File: config.mk
export PLATFORM = sky130hd
export DESIGN_NAME = line_term_regs
export DESIGN_NICKNAME = d
export VERILOG_FILES = /design/src/design/line_term_regs.v /design/src/design/voltage_sample.v
export VERILOG_INCLUDE_DIRS = /design/src /design/src/inc
export SDC_FILE = /design/constraint.sdc
export NUM_CORES = 1
export LEC_CHECK = 0
export ABC_AREA = 1
export BUFFER_PORTS_ARGS = -buffer_cell sky130_fd_sc_hd__buf_2
export CAP_MARGIN = 20
export CORE_UTILIZATION = 42
export CTS_BUF_LIST = sky130_fd_sc_hd__clkbuf_8 sky130_fd_sc_hd__clkbuf_16
export CTS_CLUSTER_DIAMETER = 30
export CTS_CLUSTER_SIZE = 14
export DETAILED_ROUTE_END_ITERATION = 6
export PLACE_DENSITY = 0.64
export SKIP_CTS_REPAIR_TIMING = 1
export SLEW_MARGIN = 10
export SYNTH_ARGS = -nofsm -noshare
export SYNTH_HDL_FRONTEND = slang
export SYNTH_HIERARCHICAL = 1
export SYNTH_SLANG_ARGS = --single-unit
File: constraint.sdc
create_clock -name hclk -period 1.55 [get_ports hclk]
set_input_delay 0.155 -clock hclk [delete_from_list [all_inputs] [get_ports hclk]]
set_output_delay 0.155 -clock hclk [all_outputs]
set_load 0.01 [all_outputs]
File: src/inc/line_term_defs.vh
// register offsets, field positions, reset values and codes for the
// line voltage / ac termination register block.
// assumes inclusion by bare name from design files.
`ifndef LINE_TERM_DEFS_VH
`define LINE_TERM_DEFS_VH

// ==========================================================
// register indices (byte address = index * 4)
`define IDX_LINE_VOLTAGE_STATUS   8'h1D
`define IDX_AC_TERM_CONTROL       8'h1E
`define IDX_IRQ_STATUS            8'h20
`define IDX_IRQ_MASK              8'h21
`define IDX_DC_TERM_CONTROL       8'h1A

// ==========================================================
// field positions
`define POS_POLARITY              7
`define POS_DOUBLE_FULL_SCALE     4
`define POS_AC_RESERVED           5
`define POS_VADJ_HI               7
`define POS_VADJ_LO               6
`define IRQ_REVERSAL              0
`define IRQ_VOLTAGE_CHANGE        1
`define IRQ_NO_LINE               2
`define IRQ_BITS                  3

// ==========================================================
// reset values and codes
`define RST_LINE_VOLTAGE          8'h00
`define RST_AC_TERM               6'h00
`define RST_DC_TERM               8'h00
`define RST_IRQ                   3'h0
`define RST_IRQ_BIT               1'b0
`define AC_IMPEDANCE_SELECT_600_OHM              4'h0
`define AC_IMPEDANCE_SELECT_GLOBAL               4'hF
`define NO_LINE_VALUE             8'h00

`endif

File: src/design/line_term_regs.v
// ahb-lite register block: loop voltage status, ac termination control,
// dc termination voltage adjust, interrupt status and mask.
// assumes a single ahb-lite master, word transfers only, one clock hclk.
//
// Notes on behaviour
// - loop voltage reads as an eight-bit read-only value, one volt per step.
// - loop voltage is refreshed continuously whether on-hook or off-hook.
// - bit 7 of the loop voltage gives the tip/ring polarity.
// - a polarity reversal shows as a toggle of bit 7 and raises an event.
// - loop voltage is a two's complement signed number.
// - with no line attached the loop voltage reads all zeros.
// - ac termination bit 5 takes writes of either value with no effect.
// - ac termination bit 4 enables double full scale, reset 0.
// - ac termination bits 3:0 pick the impedance, 0000 is 600 ohm, 1111 global.
// - dc termination bits 7:6 hold the voltage adjust, 11 is highest.
//
// Implementation choice: register access over AHB-Lite.
`timescale 1ns/100ps
`include "line_term_defs.vh"
`default_nettype none

module line_term_regs #(
    parameter WIDTH = 8                          // register data width
) (
    input  wire             hclk,                // bus clock, 40 MHz
    input  wire             hresetn,             // async reset, active low
    input  wire             hsel,                // slave select
    input  wire [31:0]      haddr,               // byte address
    input  wire [1:0]       htrans,              // transfer type
    input  wire             hwrite,              // write when high
    input  wire [2:0]       hsize,               // transfer size
    input  wire             hready,              // bus ready in
    input  wire [31:0]      hwdata,              // write data
    output reg  [31:0]      hrdata,              // read data
    output reg              hreadyout,           // slave ready
    output reg              hresp,               // always okay
    input  wire [WIDTH-1:0] loop_voltage_in,     // measured voltage, async
    input  wire             line_present_in,     // line attached, async
    output reg              double_full_scale,   // 2x full scale enable
    output reg  [3:0]       ac_impedance_select, // off-hook ac termination
    output reg  [1:0]       tip_ring_voltage_adjust, // dct pin voltage code
    output reg              irq                  // level interrupt
);

    // ==========================================================
    // register map, byte address = index * 4, data in bits 7:0
    //   0x74 line voltage, read only, signed volts, zero without line
    //   0x78 ac termination: 7:6 read zero, 5 spare, 4 double full scale,
    //        3:0 impedance code
    //   0x68 dc termination: 7:6 voltage adjust, 5:0 plain storage
    //   0x80 event status, sticky, the bits returned by a read are cleared
    //   0x84 event mask, same layout; irq follows status & mask != 0 one cycle later
    //   any other index reads zero and ignores writes
    // zero wait states: hreadyout never drops and hresp is always okay

    // ==========================================================
    // measurement capture
    wire [WIDTH-1:0] line_voltage_value;
    wire             present;

    voltage_sample #(
        .WIDTH (WIDTH)
    ) u_sample (
        .hclk            (hclk),
        .hresetn         (hresetn),
        .meas_in         (loop_voltage_in),
        .line_present_in (line_present_in),
        .value           (line_voltage_value),
        .present         (present)
    );

    // ==========================================================
    // address phase capture
    reg        dp_valid;
    reg        dp_write;
    reg [7:0]  dp_index;
    wire       ap_take = hsel & hready & htrans[1];

    always @(posedge hclk or negedge hresetn) begin
        if (!hresetn) begin
            dp_valid <= 1'b0;
            dp_write <= 1'b0;
            dp_index <= 8'h00;
        end else begin
            dp_valid <= ap_take;
            if (ap_take) begin
                dp_write <= hwrite;
                dp_index <= haddr[9:2];
            end
        end
    end

    wire wr_stb = dp_valid & dp_write;
    wire rd_stb = dp_valid & ~dp_write;

    // per-register write strobes of the data phase, used by read forwarding
    wire wr_ac   = wr_stb & (dp_index == `IDX_AC_TERM_CONTROL);
    wire wr_dc   = wr_stb & (dp_index == `IDX_DC_TERM_CONTROL);
    wire wr_mask = wr_stb & (dp_index == `IDX_IRQ_MASK);

    // ==========================================================
    // control registers
    reg       ac_spare;     // bit 5, stored but drives nothing
    reg [5:0] dc_other;     // remaining dc termination bits, plain storage
    reg [`IRQ_BITS-1:0] irq_mask;

    always @(posedge hclk or negedge hresetn) begin
        if (!hresetn) begin
            double_full_scale       <= 1'b0;
            ac_spare                <= 1'b0;
            ac_impedance_select     <= `AC_IMPEDANCE_SELECT_600_OHM;
            tip_ring_voltage_adjust <= 2'h0;
            dc_other                <= 6'h00;
            irq_mask                <= `RST_IRQ;
        end else if (wr_stb) begin
            case (dp_index)
                `IDX_AC_TERM_CONTROL: begin
                    // bits 7:6 dropped on write
                    ac_spare            <= hwdata[`POS_AC_RESERVED];
                    double_full_scale   <= hwdata[`POS_DOUBLE_FULL_SCALE];
                    ac_impedance_select <= hwdata[3:0];
                end
                `IDX_DC_TERM_CONTROL: begin
                    tip_ring_voltage_adjust <= hwdata[`POS_VADJ_HI:`POS_VADJ_LO];
                    dc_other                <= hwdata[5:0];
                end
                `IDX_IRQ_MASK: begin
                    irq_mask <= hwdata[`IRQ_BITS-1:0];
                end
                default: begin
                    irq_mask <= irq_mask;
                end
            endcase
        end
    end

    // ==========================================================
    // events: polarity toggle, value change, line lost
    reg              prev_polarity;
    reg [WIDTH-1:0]  prev_value;
    reg              prev_present;
    wire [`IRQ_BITS-1:0] events;

    assign events[`IRQ_REVERSAL] = present & prev_present &
        (line_voltage_value[WIDTH-1] != prev_polarity);
    assign events[`IRQ_VOLTAGE_CHANGE] = (line_voltage_value != prev_value);
    assign events[`IRQ_NO_LINE] = prev_present & ~present;

    always @(posedge hclk or negedge hresetn) begin
        if (!hresetn) begin
            prev_polarity <= 1'b0;
            prev_value    <= `RST_LINE_VOLTAGE;
            prev_present  <= 1'b0;
        end else begin
            prev_polarity <= line_voltage_value[WIDTH-1];
            prev_value    <= line_voltage_value;
            prev_present  <= present;
        end
    end

    // ==========================================================
    // sticky status, cleared by read; a new event wins over the clear
    reg [`IRQ_BITS-1:0] irq_status;
    wire clr_status = rd_stb & (dp_index == `IDX_IRQ_STATUS);

    // only bits the read returned are cleared: hrdata still holds them in
    // the data phase, so an event that lands between the address phase and
    // the clear stays set for the next read instead of being lost
    genvar b;
    generate
        for (b = 0; b < `IRQ_BITS; b = b + 1) begin : g_status
            always @(posedge hclk or negedge hresetn) begin
                if (!hresetn)
                    irq_status[b] <= `RST_IRQ_BIT;
                else if (events[b])
                    irq_status[b] <= 1'b1;       // set beats clear
                else if (clr_status & hrdata[b])
                    irq_status[b] <= 1'b0;
            end
        end
    endgenerate

    // registered so the output comes straight from a flip-flop
    always @(posedge hclk or negedge hresetn) begin
        if (!hresetn)
            irq <= 1'b0;
        else
            irq <= |(irq_status & irq_mask);
    end

    // ==========================================================
    // read mux, decoded in the address phase so data is ready in the data phase
    reg [31:0] next_hrdata;

    // a write still in its data phase has not reached its register yet, so a
    // read issued right behind it takes the new value straight from hwdata
    wire [5:0]           ac_now   = wr_ac ? hwdata[5:0] :
                                    {ac_spare, double_full_scale, ac_impedance_select};
    wire [7:0]           dc_now   = wr_dc ? hwdata[7:0] :
                                    {tip_ring_voltage_adjust, dc_other};
    wire [`IRQ_BITS-1:0] mask_now = wr_mask ? hwdata[`IRQ_BITS-1:0] : irq_mask;

    // a status read right behind another must not report bits being cleared
    wire [`IRQ_BITS-1:0] status_now = clr_status ?
                                      (irq_status & ~hrdata[`IRQ_BITS-1:0]) : irq_status;

    always @* begin
        next_hrdata = 32'h00000000;
        case (haddr[9:2])
            `IDX_LINE_VOLTAGE_STATUS:
                // signed two's complement volts, one per lsb
                next_hrdata[WIDTH-1:0] = line_voltage_value;
            `IDX_AC_TERM_CONTROL:
                // bits 7:6 always zero
                next_hrdata[7:0] = {2'b00, ac_now};
            `IDX_DC_TERM_CONTROL:
                next_hrdata[7:0] = dc_now;
            `IDX_IRQ_STATUS:
                next_hrdata[`IRQ_BITS-1:0] = status_now;
            `IDX_IRQ_MASK:
                next_hrdata[`IRQ_BITS-1:0] = mask_now;
            default:
                next_hrdata = 32'h00000000;
        endcase
    end

    always @(posedge hclk or negedge hresetn) begin
        if (!hresetn) begin
            hrdata    <= 32'h00000000;
            hreadyout <= 1'b1;
            hresp     <= 1'b0;
        end else begin
            hreadyout <= 1'b1;
            hresp     <= 1'b0;
            if (ap_take & ~hwrite)
                hrdata <= next_hrdata;
        end
    end

endmodule // line_term_regs

`default_nettype wire

File: src/design/voltage_sample.v
// samples the measured loop voltage from the analog side into the hclk domain.
// assumes the converter word changes far slower than hclk; adjacent samples
// that disagree are rejected so a torn multi-bit capture never reaches software.
`timescale 1ns/100ps
`include "line_term_defs.vh"
`default_nettype none

module voltage_sample #(
    parameter WIDTH = 8                      // measurement width
) (
    input  wire             hclk,            // bus clock
    input  wire             hresetn,         // async reset, active low
    input  wire [WIDTH-1:0] meas_in,         // raw measurement, async
    input  wire             line_present_in, // line attached, async
    output reg  [WIDTH-1:0] value,           // settled voltage word
    output reg              present          // settled line presence
);

    reg [WIDTH-1:0] meas_s1;
    reg [WIDTH-1:0] meas_s2;
    reg [WIDTH-1:0] meas_s3;
    reg             pres_s1;
    reg             pres_s2;

    // ==========================================================
    // two-stage synchronisers, first stage read only by the second
    always @(posedge hclk or negedge hresetn) begin
        if (!hresetn) begin
            meas_s1 <= {WIDTH{1'b0}};
            meas_s2 <= {WIDTH{1'b0}};
            meas_s3 <= {WIDTH{1'b0}};
            pres_s1 <= 1'b0;
            pres_s2 <= 1'b0;
        end else begin
            meas_s1 <= meas_in;
            meas_s2 <= meas_s1;
            meas_s3 <= meas_s2;
            pres_s1 <= line_present_in;
            pres_s2 <= pres_s1;
        end
    end

    // ==========================================================
    // accept word only once two samples agree; no line forces zero
    always @(posedge hclk or negedge hresetn) begin
        if (!hresetn) begin
            value   <= `RST_LINE_VOLTAGE;
            present <= 1'b0;
        end else begin
            present <= pres_s2;
            if (!pres_s2)
                value <= `NO_LINE_VALUE;
            else if (meas_s2 == meas_s3)
                value <= meas_s2;
        end
    end

endmodule // voltage_sample

`default_nettype wire

==> results of run 1 <==
[sequential cells by signal (all words and copies together), names as in the netlist, 4 cells and up]
signal,flops
prev_value,7
u_sample/meas_s2,8
u_sample/meas_s1,8
u_sample/meas_s3,8
ac_impedance_select,4
dp_index,8
hrdata,8
u_sample/value,8
dc_other,6
[cell type report]
| cell class | instances | area [sq um] | area share [%] |
|---|---|---|---|
| Inverter | 60 | 225 | 4.98 |
| Multi-Input combinational cell | 278 | 1400 | 30.9 |
| Timing Repair Buffer | 69 | 462 | 10.2 |
| Clock buffer | 9 | 124 | 2.74 |
| Tap cell | 108 | 135 | 2.99 |
| Sequential cell | 83 | 2080 | 45.9 |
| Clock inverter | 5 | 104 | 2.30 |
[metrics by stage]
step / instances / util [%]
floorplan: 450 / -
global placement: 580 / 46.9
detailed placement: 580 / 46.9
finish: 612 / 51.9
global route: 612 / 51.9
CTS: 594 / 49.5
[per-layer routing]
metal	track usage [%]	wire [microns]
met1	21.0	3260
met2	24.6	3320
met3	4.84	332
met4	3.44	136
met5	0	0
[power by group through the flow]
stage	clock (mW)	combinational, mW	sequential (mW)
final	1.76	0.483	2.37
after global routing	1.91	0.554	2.38
after CTS	1.82	0.440	2.37
after detailed placement	0	0.438	2.41
after global placement	0	0.426	2.41
after floorplan	0	0.327	2.39
[path summary, 6_finish.rpt]
path | cells past startpoint | startpoint | to
setup / recovery | 9 | dp_index[2] | hrdata[4]
hold / removal | 3 | haddr[8] | dp_index[6]
setup reg to reg | 9 | dp_index[2] | hrdata[4]
hold reg to reg | 0 | u_sample/meas_s1[6] | u_sample/meas_s2[6]
max in group asynchronous | 3 | hresetn | irq_mask[2]
min in group asynchronous | 2 | hresetn | dp_index[3]
[worst max-delay path, cell delays in order, from the launching register on]
cell and delay (ns):
dfrtp_1 0.42, inv_2 0.07, nand2_1 0.08, nor2_4 0.22, nand3_4 0.17, buf_4 0.18, o211ai_2 0.12, nand3_1 0.08
nand2_1 0.06, nand2_1 0.04
[Yosys cell counts (all sizes together)]
library cell	instances	share of area (%)
nand2	122	13
nand4	15	2.5
inv	60	5.9
nand3	39	5.5
o21ai	14	1.8
xor2	4	0.92
buf	28	5.6
a21oi	1	0.13
o22ai	1	0.17
clkbuf	2	0.23
o211ai	4	1.2
o21bai	1	0.20
and2	7	1.2
nor3	4	0.53
or2	1	0.17
nor2	29	4.2
nand3b	1	0.53
xnor2	4	0.92
o21a	3	0.59
conb	2	0.20
a32o	1	0.26
dfrtp	83	55
[cells by family after synthesis]
family / share of synthesized area (%)
AOI/OAI and AO/OA: 4.39
xor gates and xnor gates: 1.85
buffers and inverters: 11.7
DFF: 54.8
other: 0.198
and+or+nand+nor: 27.0
==> impl_metrics.yaml, run 1 <==
outcome:
  status: "completed"
power:
  power_mw: 4.62
  power.internal_mw: 3.51
  pwr-share-clk_pct: 38.2
  vdd.ir_drop.worst_uv: 790
  power.share.switching_pct: 23.9
  share_comb_of_total_power_pct: 10.5
  p_switching_mw: 1.11
  power_density_mw_per_mm2: 1020
  p_seq_share_pct: 51.3
  power_leakage_nw: 2.50
routing:
  num_vias: 2820
  routed_wl_microns: 7050
  ant_nets: 0
  drt-vias-per-instance: 4.61
  wl_per_cell_microns: 11.5
  first_pass_iters: 4
  drt_first_iter_violations: 98
  drcViolationCount: 0
timing:
  period_needed_ns: 1.54
  max_freq_ghz: 0.649
  fin_setup_tns_ns: 0
  fin_hold_ws_ns: 0.0524
  slew_viol_final: 0
  tightest_slew_ns: 0.511
  setup_violations: 0
  worst_clock_skew_ns: 0.00861
  fin_ws_ns: 0.00980
  slew-limit-headroom_pct: 66.0
  rsz0062_at_grt: "true"
  finalHoldViolations: 0
  post-route-period-util_pct: 99.4
layout:
  drive_above_1_share_pct: 21.2
  final_common_cell: "nand2_1"
  n_antenna_cell: 0
  nets: 584
  layout_common_cells: "115 x nand2_1, 83 x dfrtp_1, 51 x inv_1"
  design_area_sq_mm: 0.00452
  area_growth_pct: 19.3
  nFillCells: 809
global_route:
  grt_pass1_vias: 2577
  grtUsageTotal_pct: 15.5
  grt_max_degree: 35
  grt_pass1_wl_microns: 11700
  globalRouteOverflowTotal: 0
  antenna_found_initial: 0
setup_path:
  startpoint_type: "flop"
  worstPathArrival_ns: 1.78
  cp_data_required_time_ns: 1.79
  crit_type: "flop to flop"
  rrSetupSlack_ns: 0.01
  end_kind: "flop"
  path_max_fanout: 7
logic_synthesis:
  seq_area_frac_synth_pct: 54.8
  syn_avg_cell_area_sq_um: 8.90
  synth_cells: 426
  yosys_warnings: 6
  netlist_area_sq_mm: 0.00379
  ys_ff_latch: 83
  ys_types: 33
place:
  gp_congestion: 0.859
  hpwl_microns: 5020
  place_ws_ns: 0.0176
  placedInstanceArea_sq_mm: 0.00409
  port_buffers: 46
clocking:
  clock_sinks: 83
  cts_tree: "yes"
  clkLatencyLatePin_ns: 0.34
  cts_buffers: 9
  root_buffer: "clkbuf_8"
  max-clock-path-buffers: 2
  clk_pin_slew_ns: 0.08
  htree_levels: 3
job:
  maxCapViolCount: 0
floorplan:
  io_pins: 125
  fp.dieH_microns: 97.0
  initial_core_util_pct: 43.5
  coreArea_sq_mm: 0.00872
  die_w_microns: 97.0
  dieArea_sq_mm: 0.00941
  fp-row-count: 34
hold_path:
  hp-class: "primary input to flop"
Note: power is estimated with default switching activity, not from simulation.
==> inputs of run 2 (changes only) <==
Settings changed: PLACE_DENSITY 0.64 to 0.65, SETUP_SLACK_MARGIN from default to 0.15, SYNTH_HIERARCHICAL 1 to default.
==> run 2 against run 1 <==
Effect of this change:
- via count is 8.4% lower
- clock-buffer cell count is 3 higher
- sequential share of layout area is 0.068 points higher
- global-route usage is 0.69 points higher
- largest cell class unchanged
==> impl_metrics.yaml, run 2 <==
clocking:
  clkLatencyLatePin_ns: 0.35
  htree_levels: 3
  clk_pin_slew_ns: 0.09
  max-clock-path-buffers: 2
  root_buffer: "clkbuf_8"
  cts_tree: "yes"
  cts_buffers: 9
  clock_sinks: 83
place:
  gp_congestion: 0.867
  hpwl_microns: 4840
  placedInstanceArea_sq_mm: 0.00393
  port_buffers: 46
  placed_cells: 538
  place_ws_ns: -0.0242
setup_path:
  path_max_fanout: 6
  startpoint_type: "flop"
  crit_type: "flop to flop"
  rrSetupSlack_ns: 0.008
  worstPathArrival_ns: 1.78
  end_kind: "flop"
  cp_data_required_time_ns: 1.79
floorplan:
  fp-row-count: 33
  coreArea_sq_mm: 0.00830
  dieArea_sq_mm: 0.00901
  initial_core_util_pct: 43.7
  io_pins: 125
  fp.dieH_microns: 94.9
  die_w_microns: 94.9
timing:
  worst_clock_skew_ns: 0.0107
  finalHoldViolations: 0
  post-route-period-util_pct: 99.5
  fin_setup_tns_ns: 0
  rsz0062_at_grt: "true"
  fin_hold_ws_ns: 0.0345
  slew_viol_final: 0
  fin_ws_ns: 0.00803
  max_freq_ghz: 0.649
  setup_violations: 0
  period_needed_ns: 1.54
power:
  power.internal_mw: 3.36
  pwr-share-clk_pct: 36.6
  power.share.switching_pct: 25.6
  vdd.ir_drop.worst_uv: 528
  p_switching_mw: 1.16
  share_comb_of_total_power_pct: 10.8
  p_seq_share_pct: 52.6
  power_leakage_nw: 2.36
  power_density_mw_per_mm2: 999
layout:
  nets: 546
  area_growth_pct: 24.7
  final_common_cell: "dfrtp_1"
  drive_above_1_share_pct: 30.1
  design_area_sq_mm: 0.00452
  fin_cells: 573
  layout_common_cells: "81 x dfrtp_1, 76 x nand2_1, 45 x buf_2"
  n_antenna_cell: 0
global_route:
  globalRouteOverflowTotal: 0
  grt_pass1_vias: 2395
  grt_max_degree: 84
  grtUsageTotal_pct: 16.2
  grt_pass1_wl_microns: 11100
  antenna_found_initial: 0
logic_synthesis:
  synth_most_common_cell: "dfrtp_1"
  synth-edff-count: 0
  yosys_most_used_dff: "dfrtp_1"
  ys_async_sr_fraction_pct: 100
  syn_avg_cell_area_sq_um: 9.40
  synth_cells: 386
  seq_area_frac_synth_pct: 57.3
  synthTopCellsByArea: "dfrtp_1 57%, nand2_1 8.3%, nand3_1 5.9%"
  netlist_area_sq_mm: 0.00363
  ys_types: 28
  yosys_warnings: 0
  yosys.area.top_type: "dfrtp_1"
  netlist.area_leader.share_pct: 57.3
  synthTopCellsByCount: "83 x dfrtp_1, 80 x nand2_1, 43 x nand3_1"
  ys_ff_latch: 83
routing:
  num_vias: 2583
  ant_nets: 0
  drt-vias-per-instance: 4.51
  drcViolationCount: 0
  drt_first_iter_violations: 97
  wl_per_cell_microns: 12.1
  routed_wl_microns: 6950
  first_pass_iters: 4
hold_path:
  hp-class: "primary input to flop"
outcome:
  status: "completed"
job:
  maxCapViolCount: 0
run 2: cell count changes in the layout (fill, tap and decap cells not counted), sizes merged, moves of 4 or more:
cell / change
o21ai: +13
inv: -18
xor2: +10
nand4: -12
o211ai: -4
nand2: -34
nand3: +5
run 2: metal layers:
metal  global-route usage (%)  part of all wire [%]  up-vias  wire length, microns
met2                     27.0                    51       56                  3550
li1                         -                     -     1320                     -
met1                     21.0                    44     1201                  3080
met5                        0                     0        -                     0
met3                     4.59                   3.9        6                   273
met4                     3.79                  0.73        0                    51
run 2: per-stage QoR:
stage	power, mW	utilization [%]
finish	4.52	54.5
detailed placement	2.80	47.4
CTS	4.46	50.0
floorplan	2.68	-
global route	4.74	54.5
global placement	2.78	47.4
run 2: power groups by stage:
stage          Clock [mW]  Sequential [mW]  Combinational [mW]
6_report             1.65             2.38               0.489
3_5_place_dp            0             2.41               0.386
2_1_floorplan           0             2.39               0.286
4_1_cts              1.71             2.37               0.388
3_3_place_gp            0             2.40               0.379
5_1_grt              1.79             2.39               0.557
run 2: path summary, 6_finish.rpt:
| path | to | startpoint | cells after the start |
|---|---|---|---|
| setup / recovery | hrdata[1] | dp_index[7] | 8 |
| hold reg to reg | u_sample.meas_s2[3] | u_sample.meas_s1[3] | 0 |
| min in group asynchronous | dp_index[4] | hresetn | 3 |
| max in group asynchronous | u_sample.value[7] | hresetn | 3 |
| hold / removal | tip_ring_voltage_adjust[0] | hwdata[6] | 3 |
| setup reg to reg | hrdata[1] | dp_index[7] | 8 |
run 2: final cells by class:
type	instances	area (sq um)
fill	736	3780
sequential	83	2080
multi-input combinational	257	1470
timing repair buffer	72	473
clock buffer	12	165
inverter	40	153
tap	105	131
clock inverter	4	55.1
run 2: worst max-delay path, stage by stage, from the launching register on:
cell and delay [ns]:
dfrtp_1 0.41, inv_2 0.08, nand2_4 0.08, nor2_4 0.24, nand4_1 0.15, nand3_1 0.15, nand2_1 0.06, o21bai_1 0.18
nand2_1 0.07
run 2: cell families after synthesis:
kind of cell / Yosys count / synth area share, %
and+or+nand+nor: 182 / 23.0
DFF: 83 / 57.3
buffers and inverters: 71 / 10.3
AOI/OAI and AO/OA: 32 / 5.38
xor gates and xnor gates: 16 / 3.86
other: 2 / 0.207
==> inputs of run 3 (changes only) <==
Settings changed: ABC_AREA 1 to default, SYNTH_HIERARCHICAL from default to 1.
==> run 3 against run 2 <==
Effect of this change:
- the run now ends with negative setup slack left
- hold slack gained 0.016 ns
- combinational power shrank 3%
- fmax shrank 14%
- die area shrank 3.0%
- cell area shrank 3.7%
- clock-buffer cell count shrank 2
==> impl_metrics.yaml, run 3 <==
timing:
  fin_setup_tns_ns: -1.67
  fin_ws_ns: -0.253
  finalHoldViolations: 0
  setup_violations: 10
  worst_clock_skew_ns: 0.00984
  slew_viol_final: 0
  max_freq_ghz: 0.555
  period_needed_ns: 1.80
  post-route-period-util_pct: 116
  rsz0062_at_grt: "true"
clocking:
  htree_levels: 3
  clock_sinks: 83
  clkLatencyLatePin_ns: 0.35
  clk_pin_slew_ns: 0.08
  cts_tree: "yes"
  cts_buffers: 9
  max-clock-path-buffers: 2
  root_buffer: "clkbuf_8"
logic_synthesis:
  seq_area_frac_synth_pct: 59.1
  syn_avg_cell_area_sq_um: 13.0
  ys_ff_latch: 83
  netlist.area_leader.share_pct: 59.1
  synthTopCellsByCount: "83 x dfrtp_1, 29 x nand2_1, 26 x buf_4"
  synth_top_family_by_area: "simple AND/OR/NAND/NOR gates"
  yosys_most_used_dff: "dfrtp_1"
  synth_compound_area_share_pct: 7.19
  yosys.area.top_type: "dfrtp_1"
  synth_cells: 270
  synthXorXnorAreaFrac_pct: 3.98
  synth_most_common_cell: "dfrtp_1"
  synth-edff-count: 0
  netlist_area_sq_mm: 0.00352
  yosys_warnings: 6
  synth_mux_area_share_pct: 10.7
  ys_types: 41
  synth_simple_gate_area_share_pct: 12.0
  ys_async_sr_fraction_pct: 100
  synthTopCellsByArea: "dfrtp_1 59%, mux2_2 6.7%, buf_4 5.5%"
  synth-adder-area-share_pct: 0
power:
  power.share.switching_pct: 25.6
  share_comb_of_total_power_pct: 11.2
  power_leakage_nw: 2.18
  power_density_mw_per_mm2: 975
  p_seq_share_pct: 56.3
  p_switching_mw: 1.09
  power.internal_mw: 3.16
  vdd.ir_drop.worst_uv: 705
  pwr-share-clk_pct: 32.5
  power_mw: 4.25
global_route:
  grt_util_met3_pct: 4.15
  grt_use_met1_pct: 19.6
  grt_pass1_vias: 2103
  met2_usage_pct: 24.8
  antenna_found_initial: 0
  grt_busiest_layer: "met2"
  grt_pass1_wl_microns: 10100
  grt_max_degree: 63
  grtUsageTotal_pct: 15.1
  globalRouteOverflowTotal: 0
floorplan:
  die_w_microns: 93.5
  io_pins: 125
  initial_core_util_pct: 43.0
  fp-row-count: 33
  coreArea_sq_mm: 0.00818
  fp.dieH_microns: 93.5
  dieArea_sq_mm: 0.00874
place:
  hpwl_microns: 4410
  port_buffers: 46
  gp_congestion: 0.850
routing:
  wl_per_cell_microns: 13.7
  drt-vias-per-instance: 4.77
  ant_nets: 0
  drcViolationCount: 0
  num_vias: 2202
  drt_first_iter_violations: 110
  routed_wl_microns: 6330
  first_pass_iters: 4
layout:
  drive_above_1_share_pct: 39.8
  final_common_cell: "dfrtp_1"
  nets: 435
  n_antenna_cell: 0
  layout_common_cells: "81 x dfrtp_1, 45 x buf_2, 26 x conb_1"
  area_growth_pct: 23.9
setup_path:
  startpoint_type: "flop"
  cp_data_required_time_ns: 1.77
  crit_type: "flop to flop"
  worstPathArrival_ns: 2.03
  path_max_fanout: 8
  end_kind: "flop"
outcome:
  status: "finished, violations left"
  violations: "negative setup slack"
hold_path:
  hp-class: "primary input to flop"
job:
  maxCapViolCount: 0
-- run 3: per-stage QoR --
stage          util, %  area [sq um]  hold WS, ns  setup WS [ns]  std cells
6_report          53.3          4360       0.0507         -0.253        462
3_3_place_gp      47.6          3890       0.0651         -0.184        429
5_1_grt           53.3          4360       0.0407         -0.338        462
2_1_floorplan        -          3610       -0.141        -0.0705        294
3_5_place_dp      47.6          3890       0.0670         -0.251        429
4_1_cts           49.8          4070       -0.314         -0.277        445
-- run 3: layout make-up --
class / instances / area (sq um)
clock buffers: 10 / 138
repair buffers: 81 / 552
well taps: 105 / 131
clock inverters: 6 / 41.3
fillers: 706 / 3820
inverters: 4 / 15.0
flip-flops and latches: 83 / 2080
multi-input cells: 173 / 1400
-- run 3: logic make-up after synthesis --
| logic type | after synthesis |
|---|---|
| compound gates | 30 |
| xor+xnor | 16 |
| buf+inv | 38 |
| flops | 83 |
| mux | 33 |
| other cells | 2 |
| simple gates | 68 |
-- run 3: power groups by stage --
stage	sequential (mW)	combinational [mW]	clock, mW
floorplan	2.40	0.244	0
global placement	2.41	0.384	0
detailed placement	2.41	0.393	0
CTS	2.37	0.393	1.42
global route	2.41	0.529	1.50
finish	2.39	0.475	1.38
-- run 3: final timing paths --
kind / startpoint / endpoint / slack, ns / cells after the start
worst max register to register: dp_index[0] / hrdata[2] / -0.25 / 6
worst min-delay path: hwrite / dp_write / 0.05 / 2
worst max-delay path: dp_index[0] / hrdata[2] / -0.25 / 6
worst min register to register: u_sample/meas_s1[7] / u_sample/meas_s2[7] / 0.35 / 0
max in group asynchronous: hresetn / prev_value[3] / 0.70 / 3
min in group asynchronous: hresetn / dp_index[6] / 0.24 / 2
-- run 3: metal layers --
metal	vias up	share of wire (%)	wire (microns)
met5	-	0	0
li1	1062	-	-
met4	0	1.1	68
met3	10	4.4	278
met2	57	49	3100
met1	1073	46	2880
-- run 3: critical path, cell delays in order, from the launching register on --
cell	delay [ns]
dfrtp_1	0.40
and4bb_4	0.38
nand3_4	0.16
buf_4	0.18
mux2_2	0.27
a32oi_1	0.17
a32oi_1	0.11
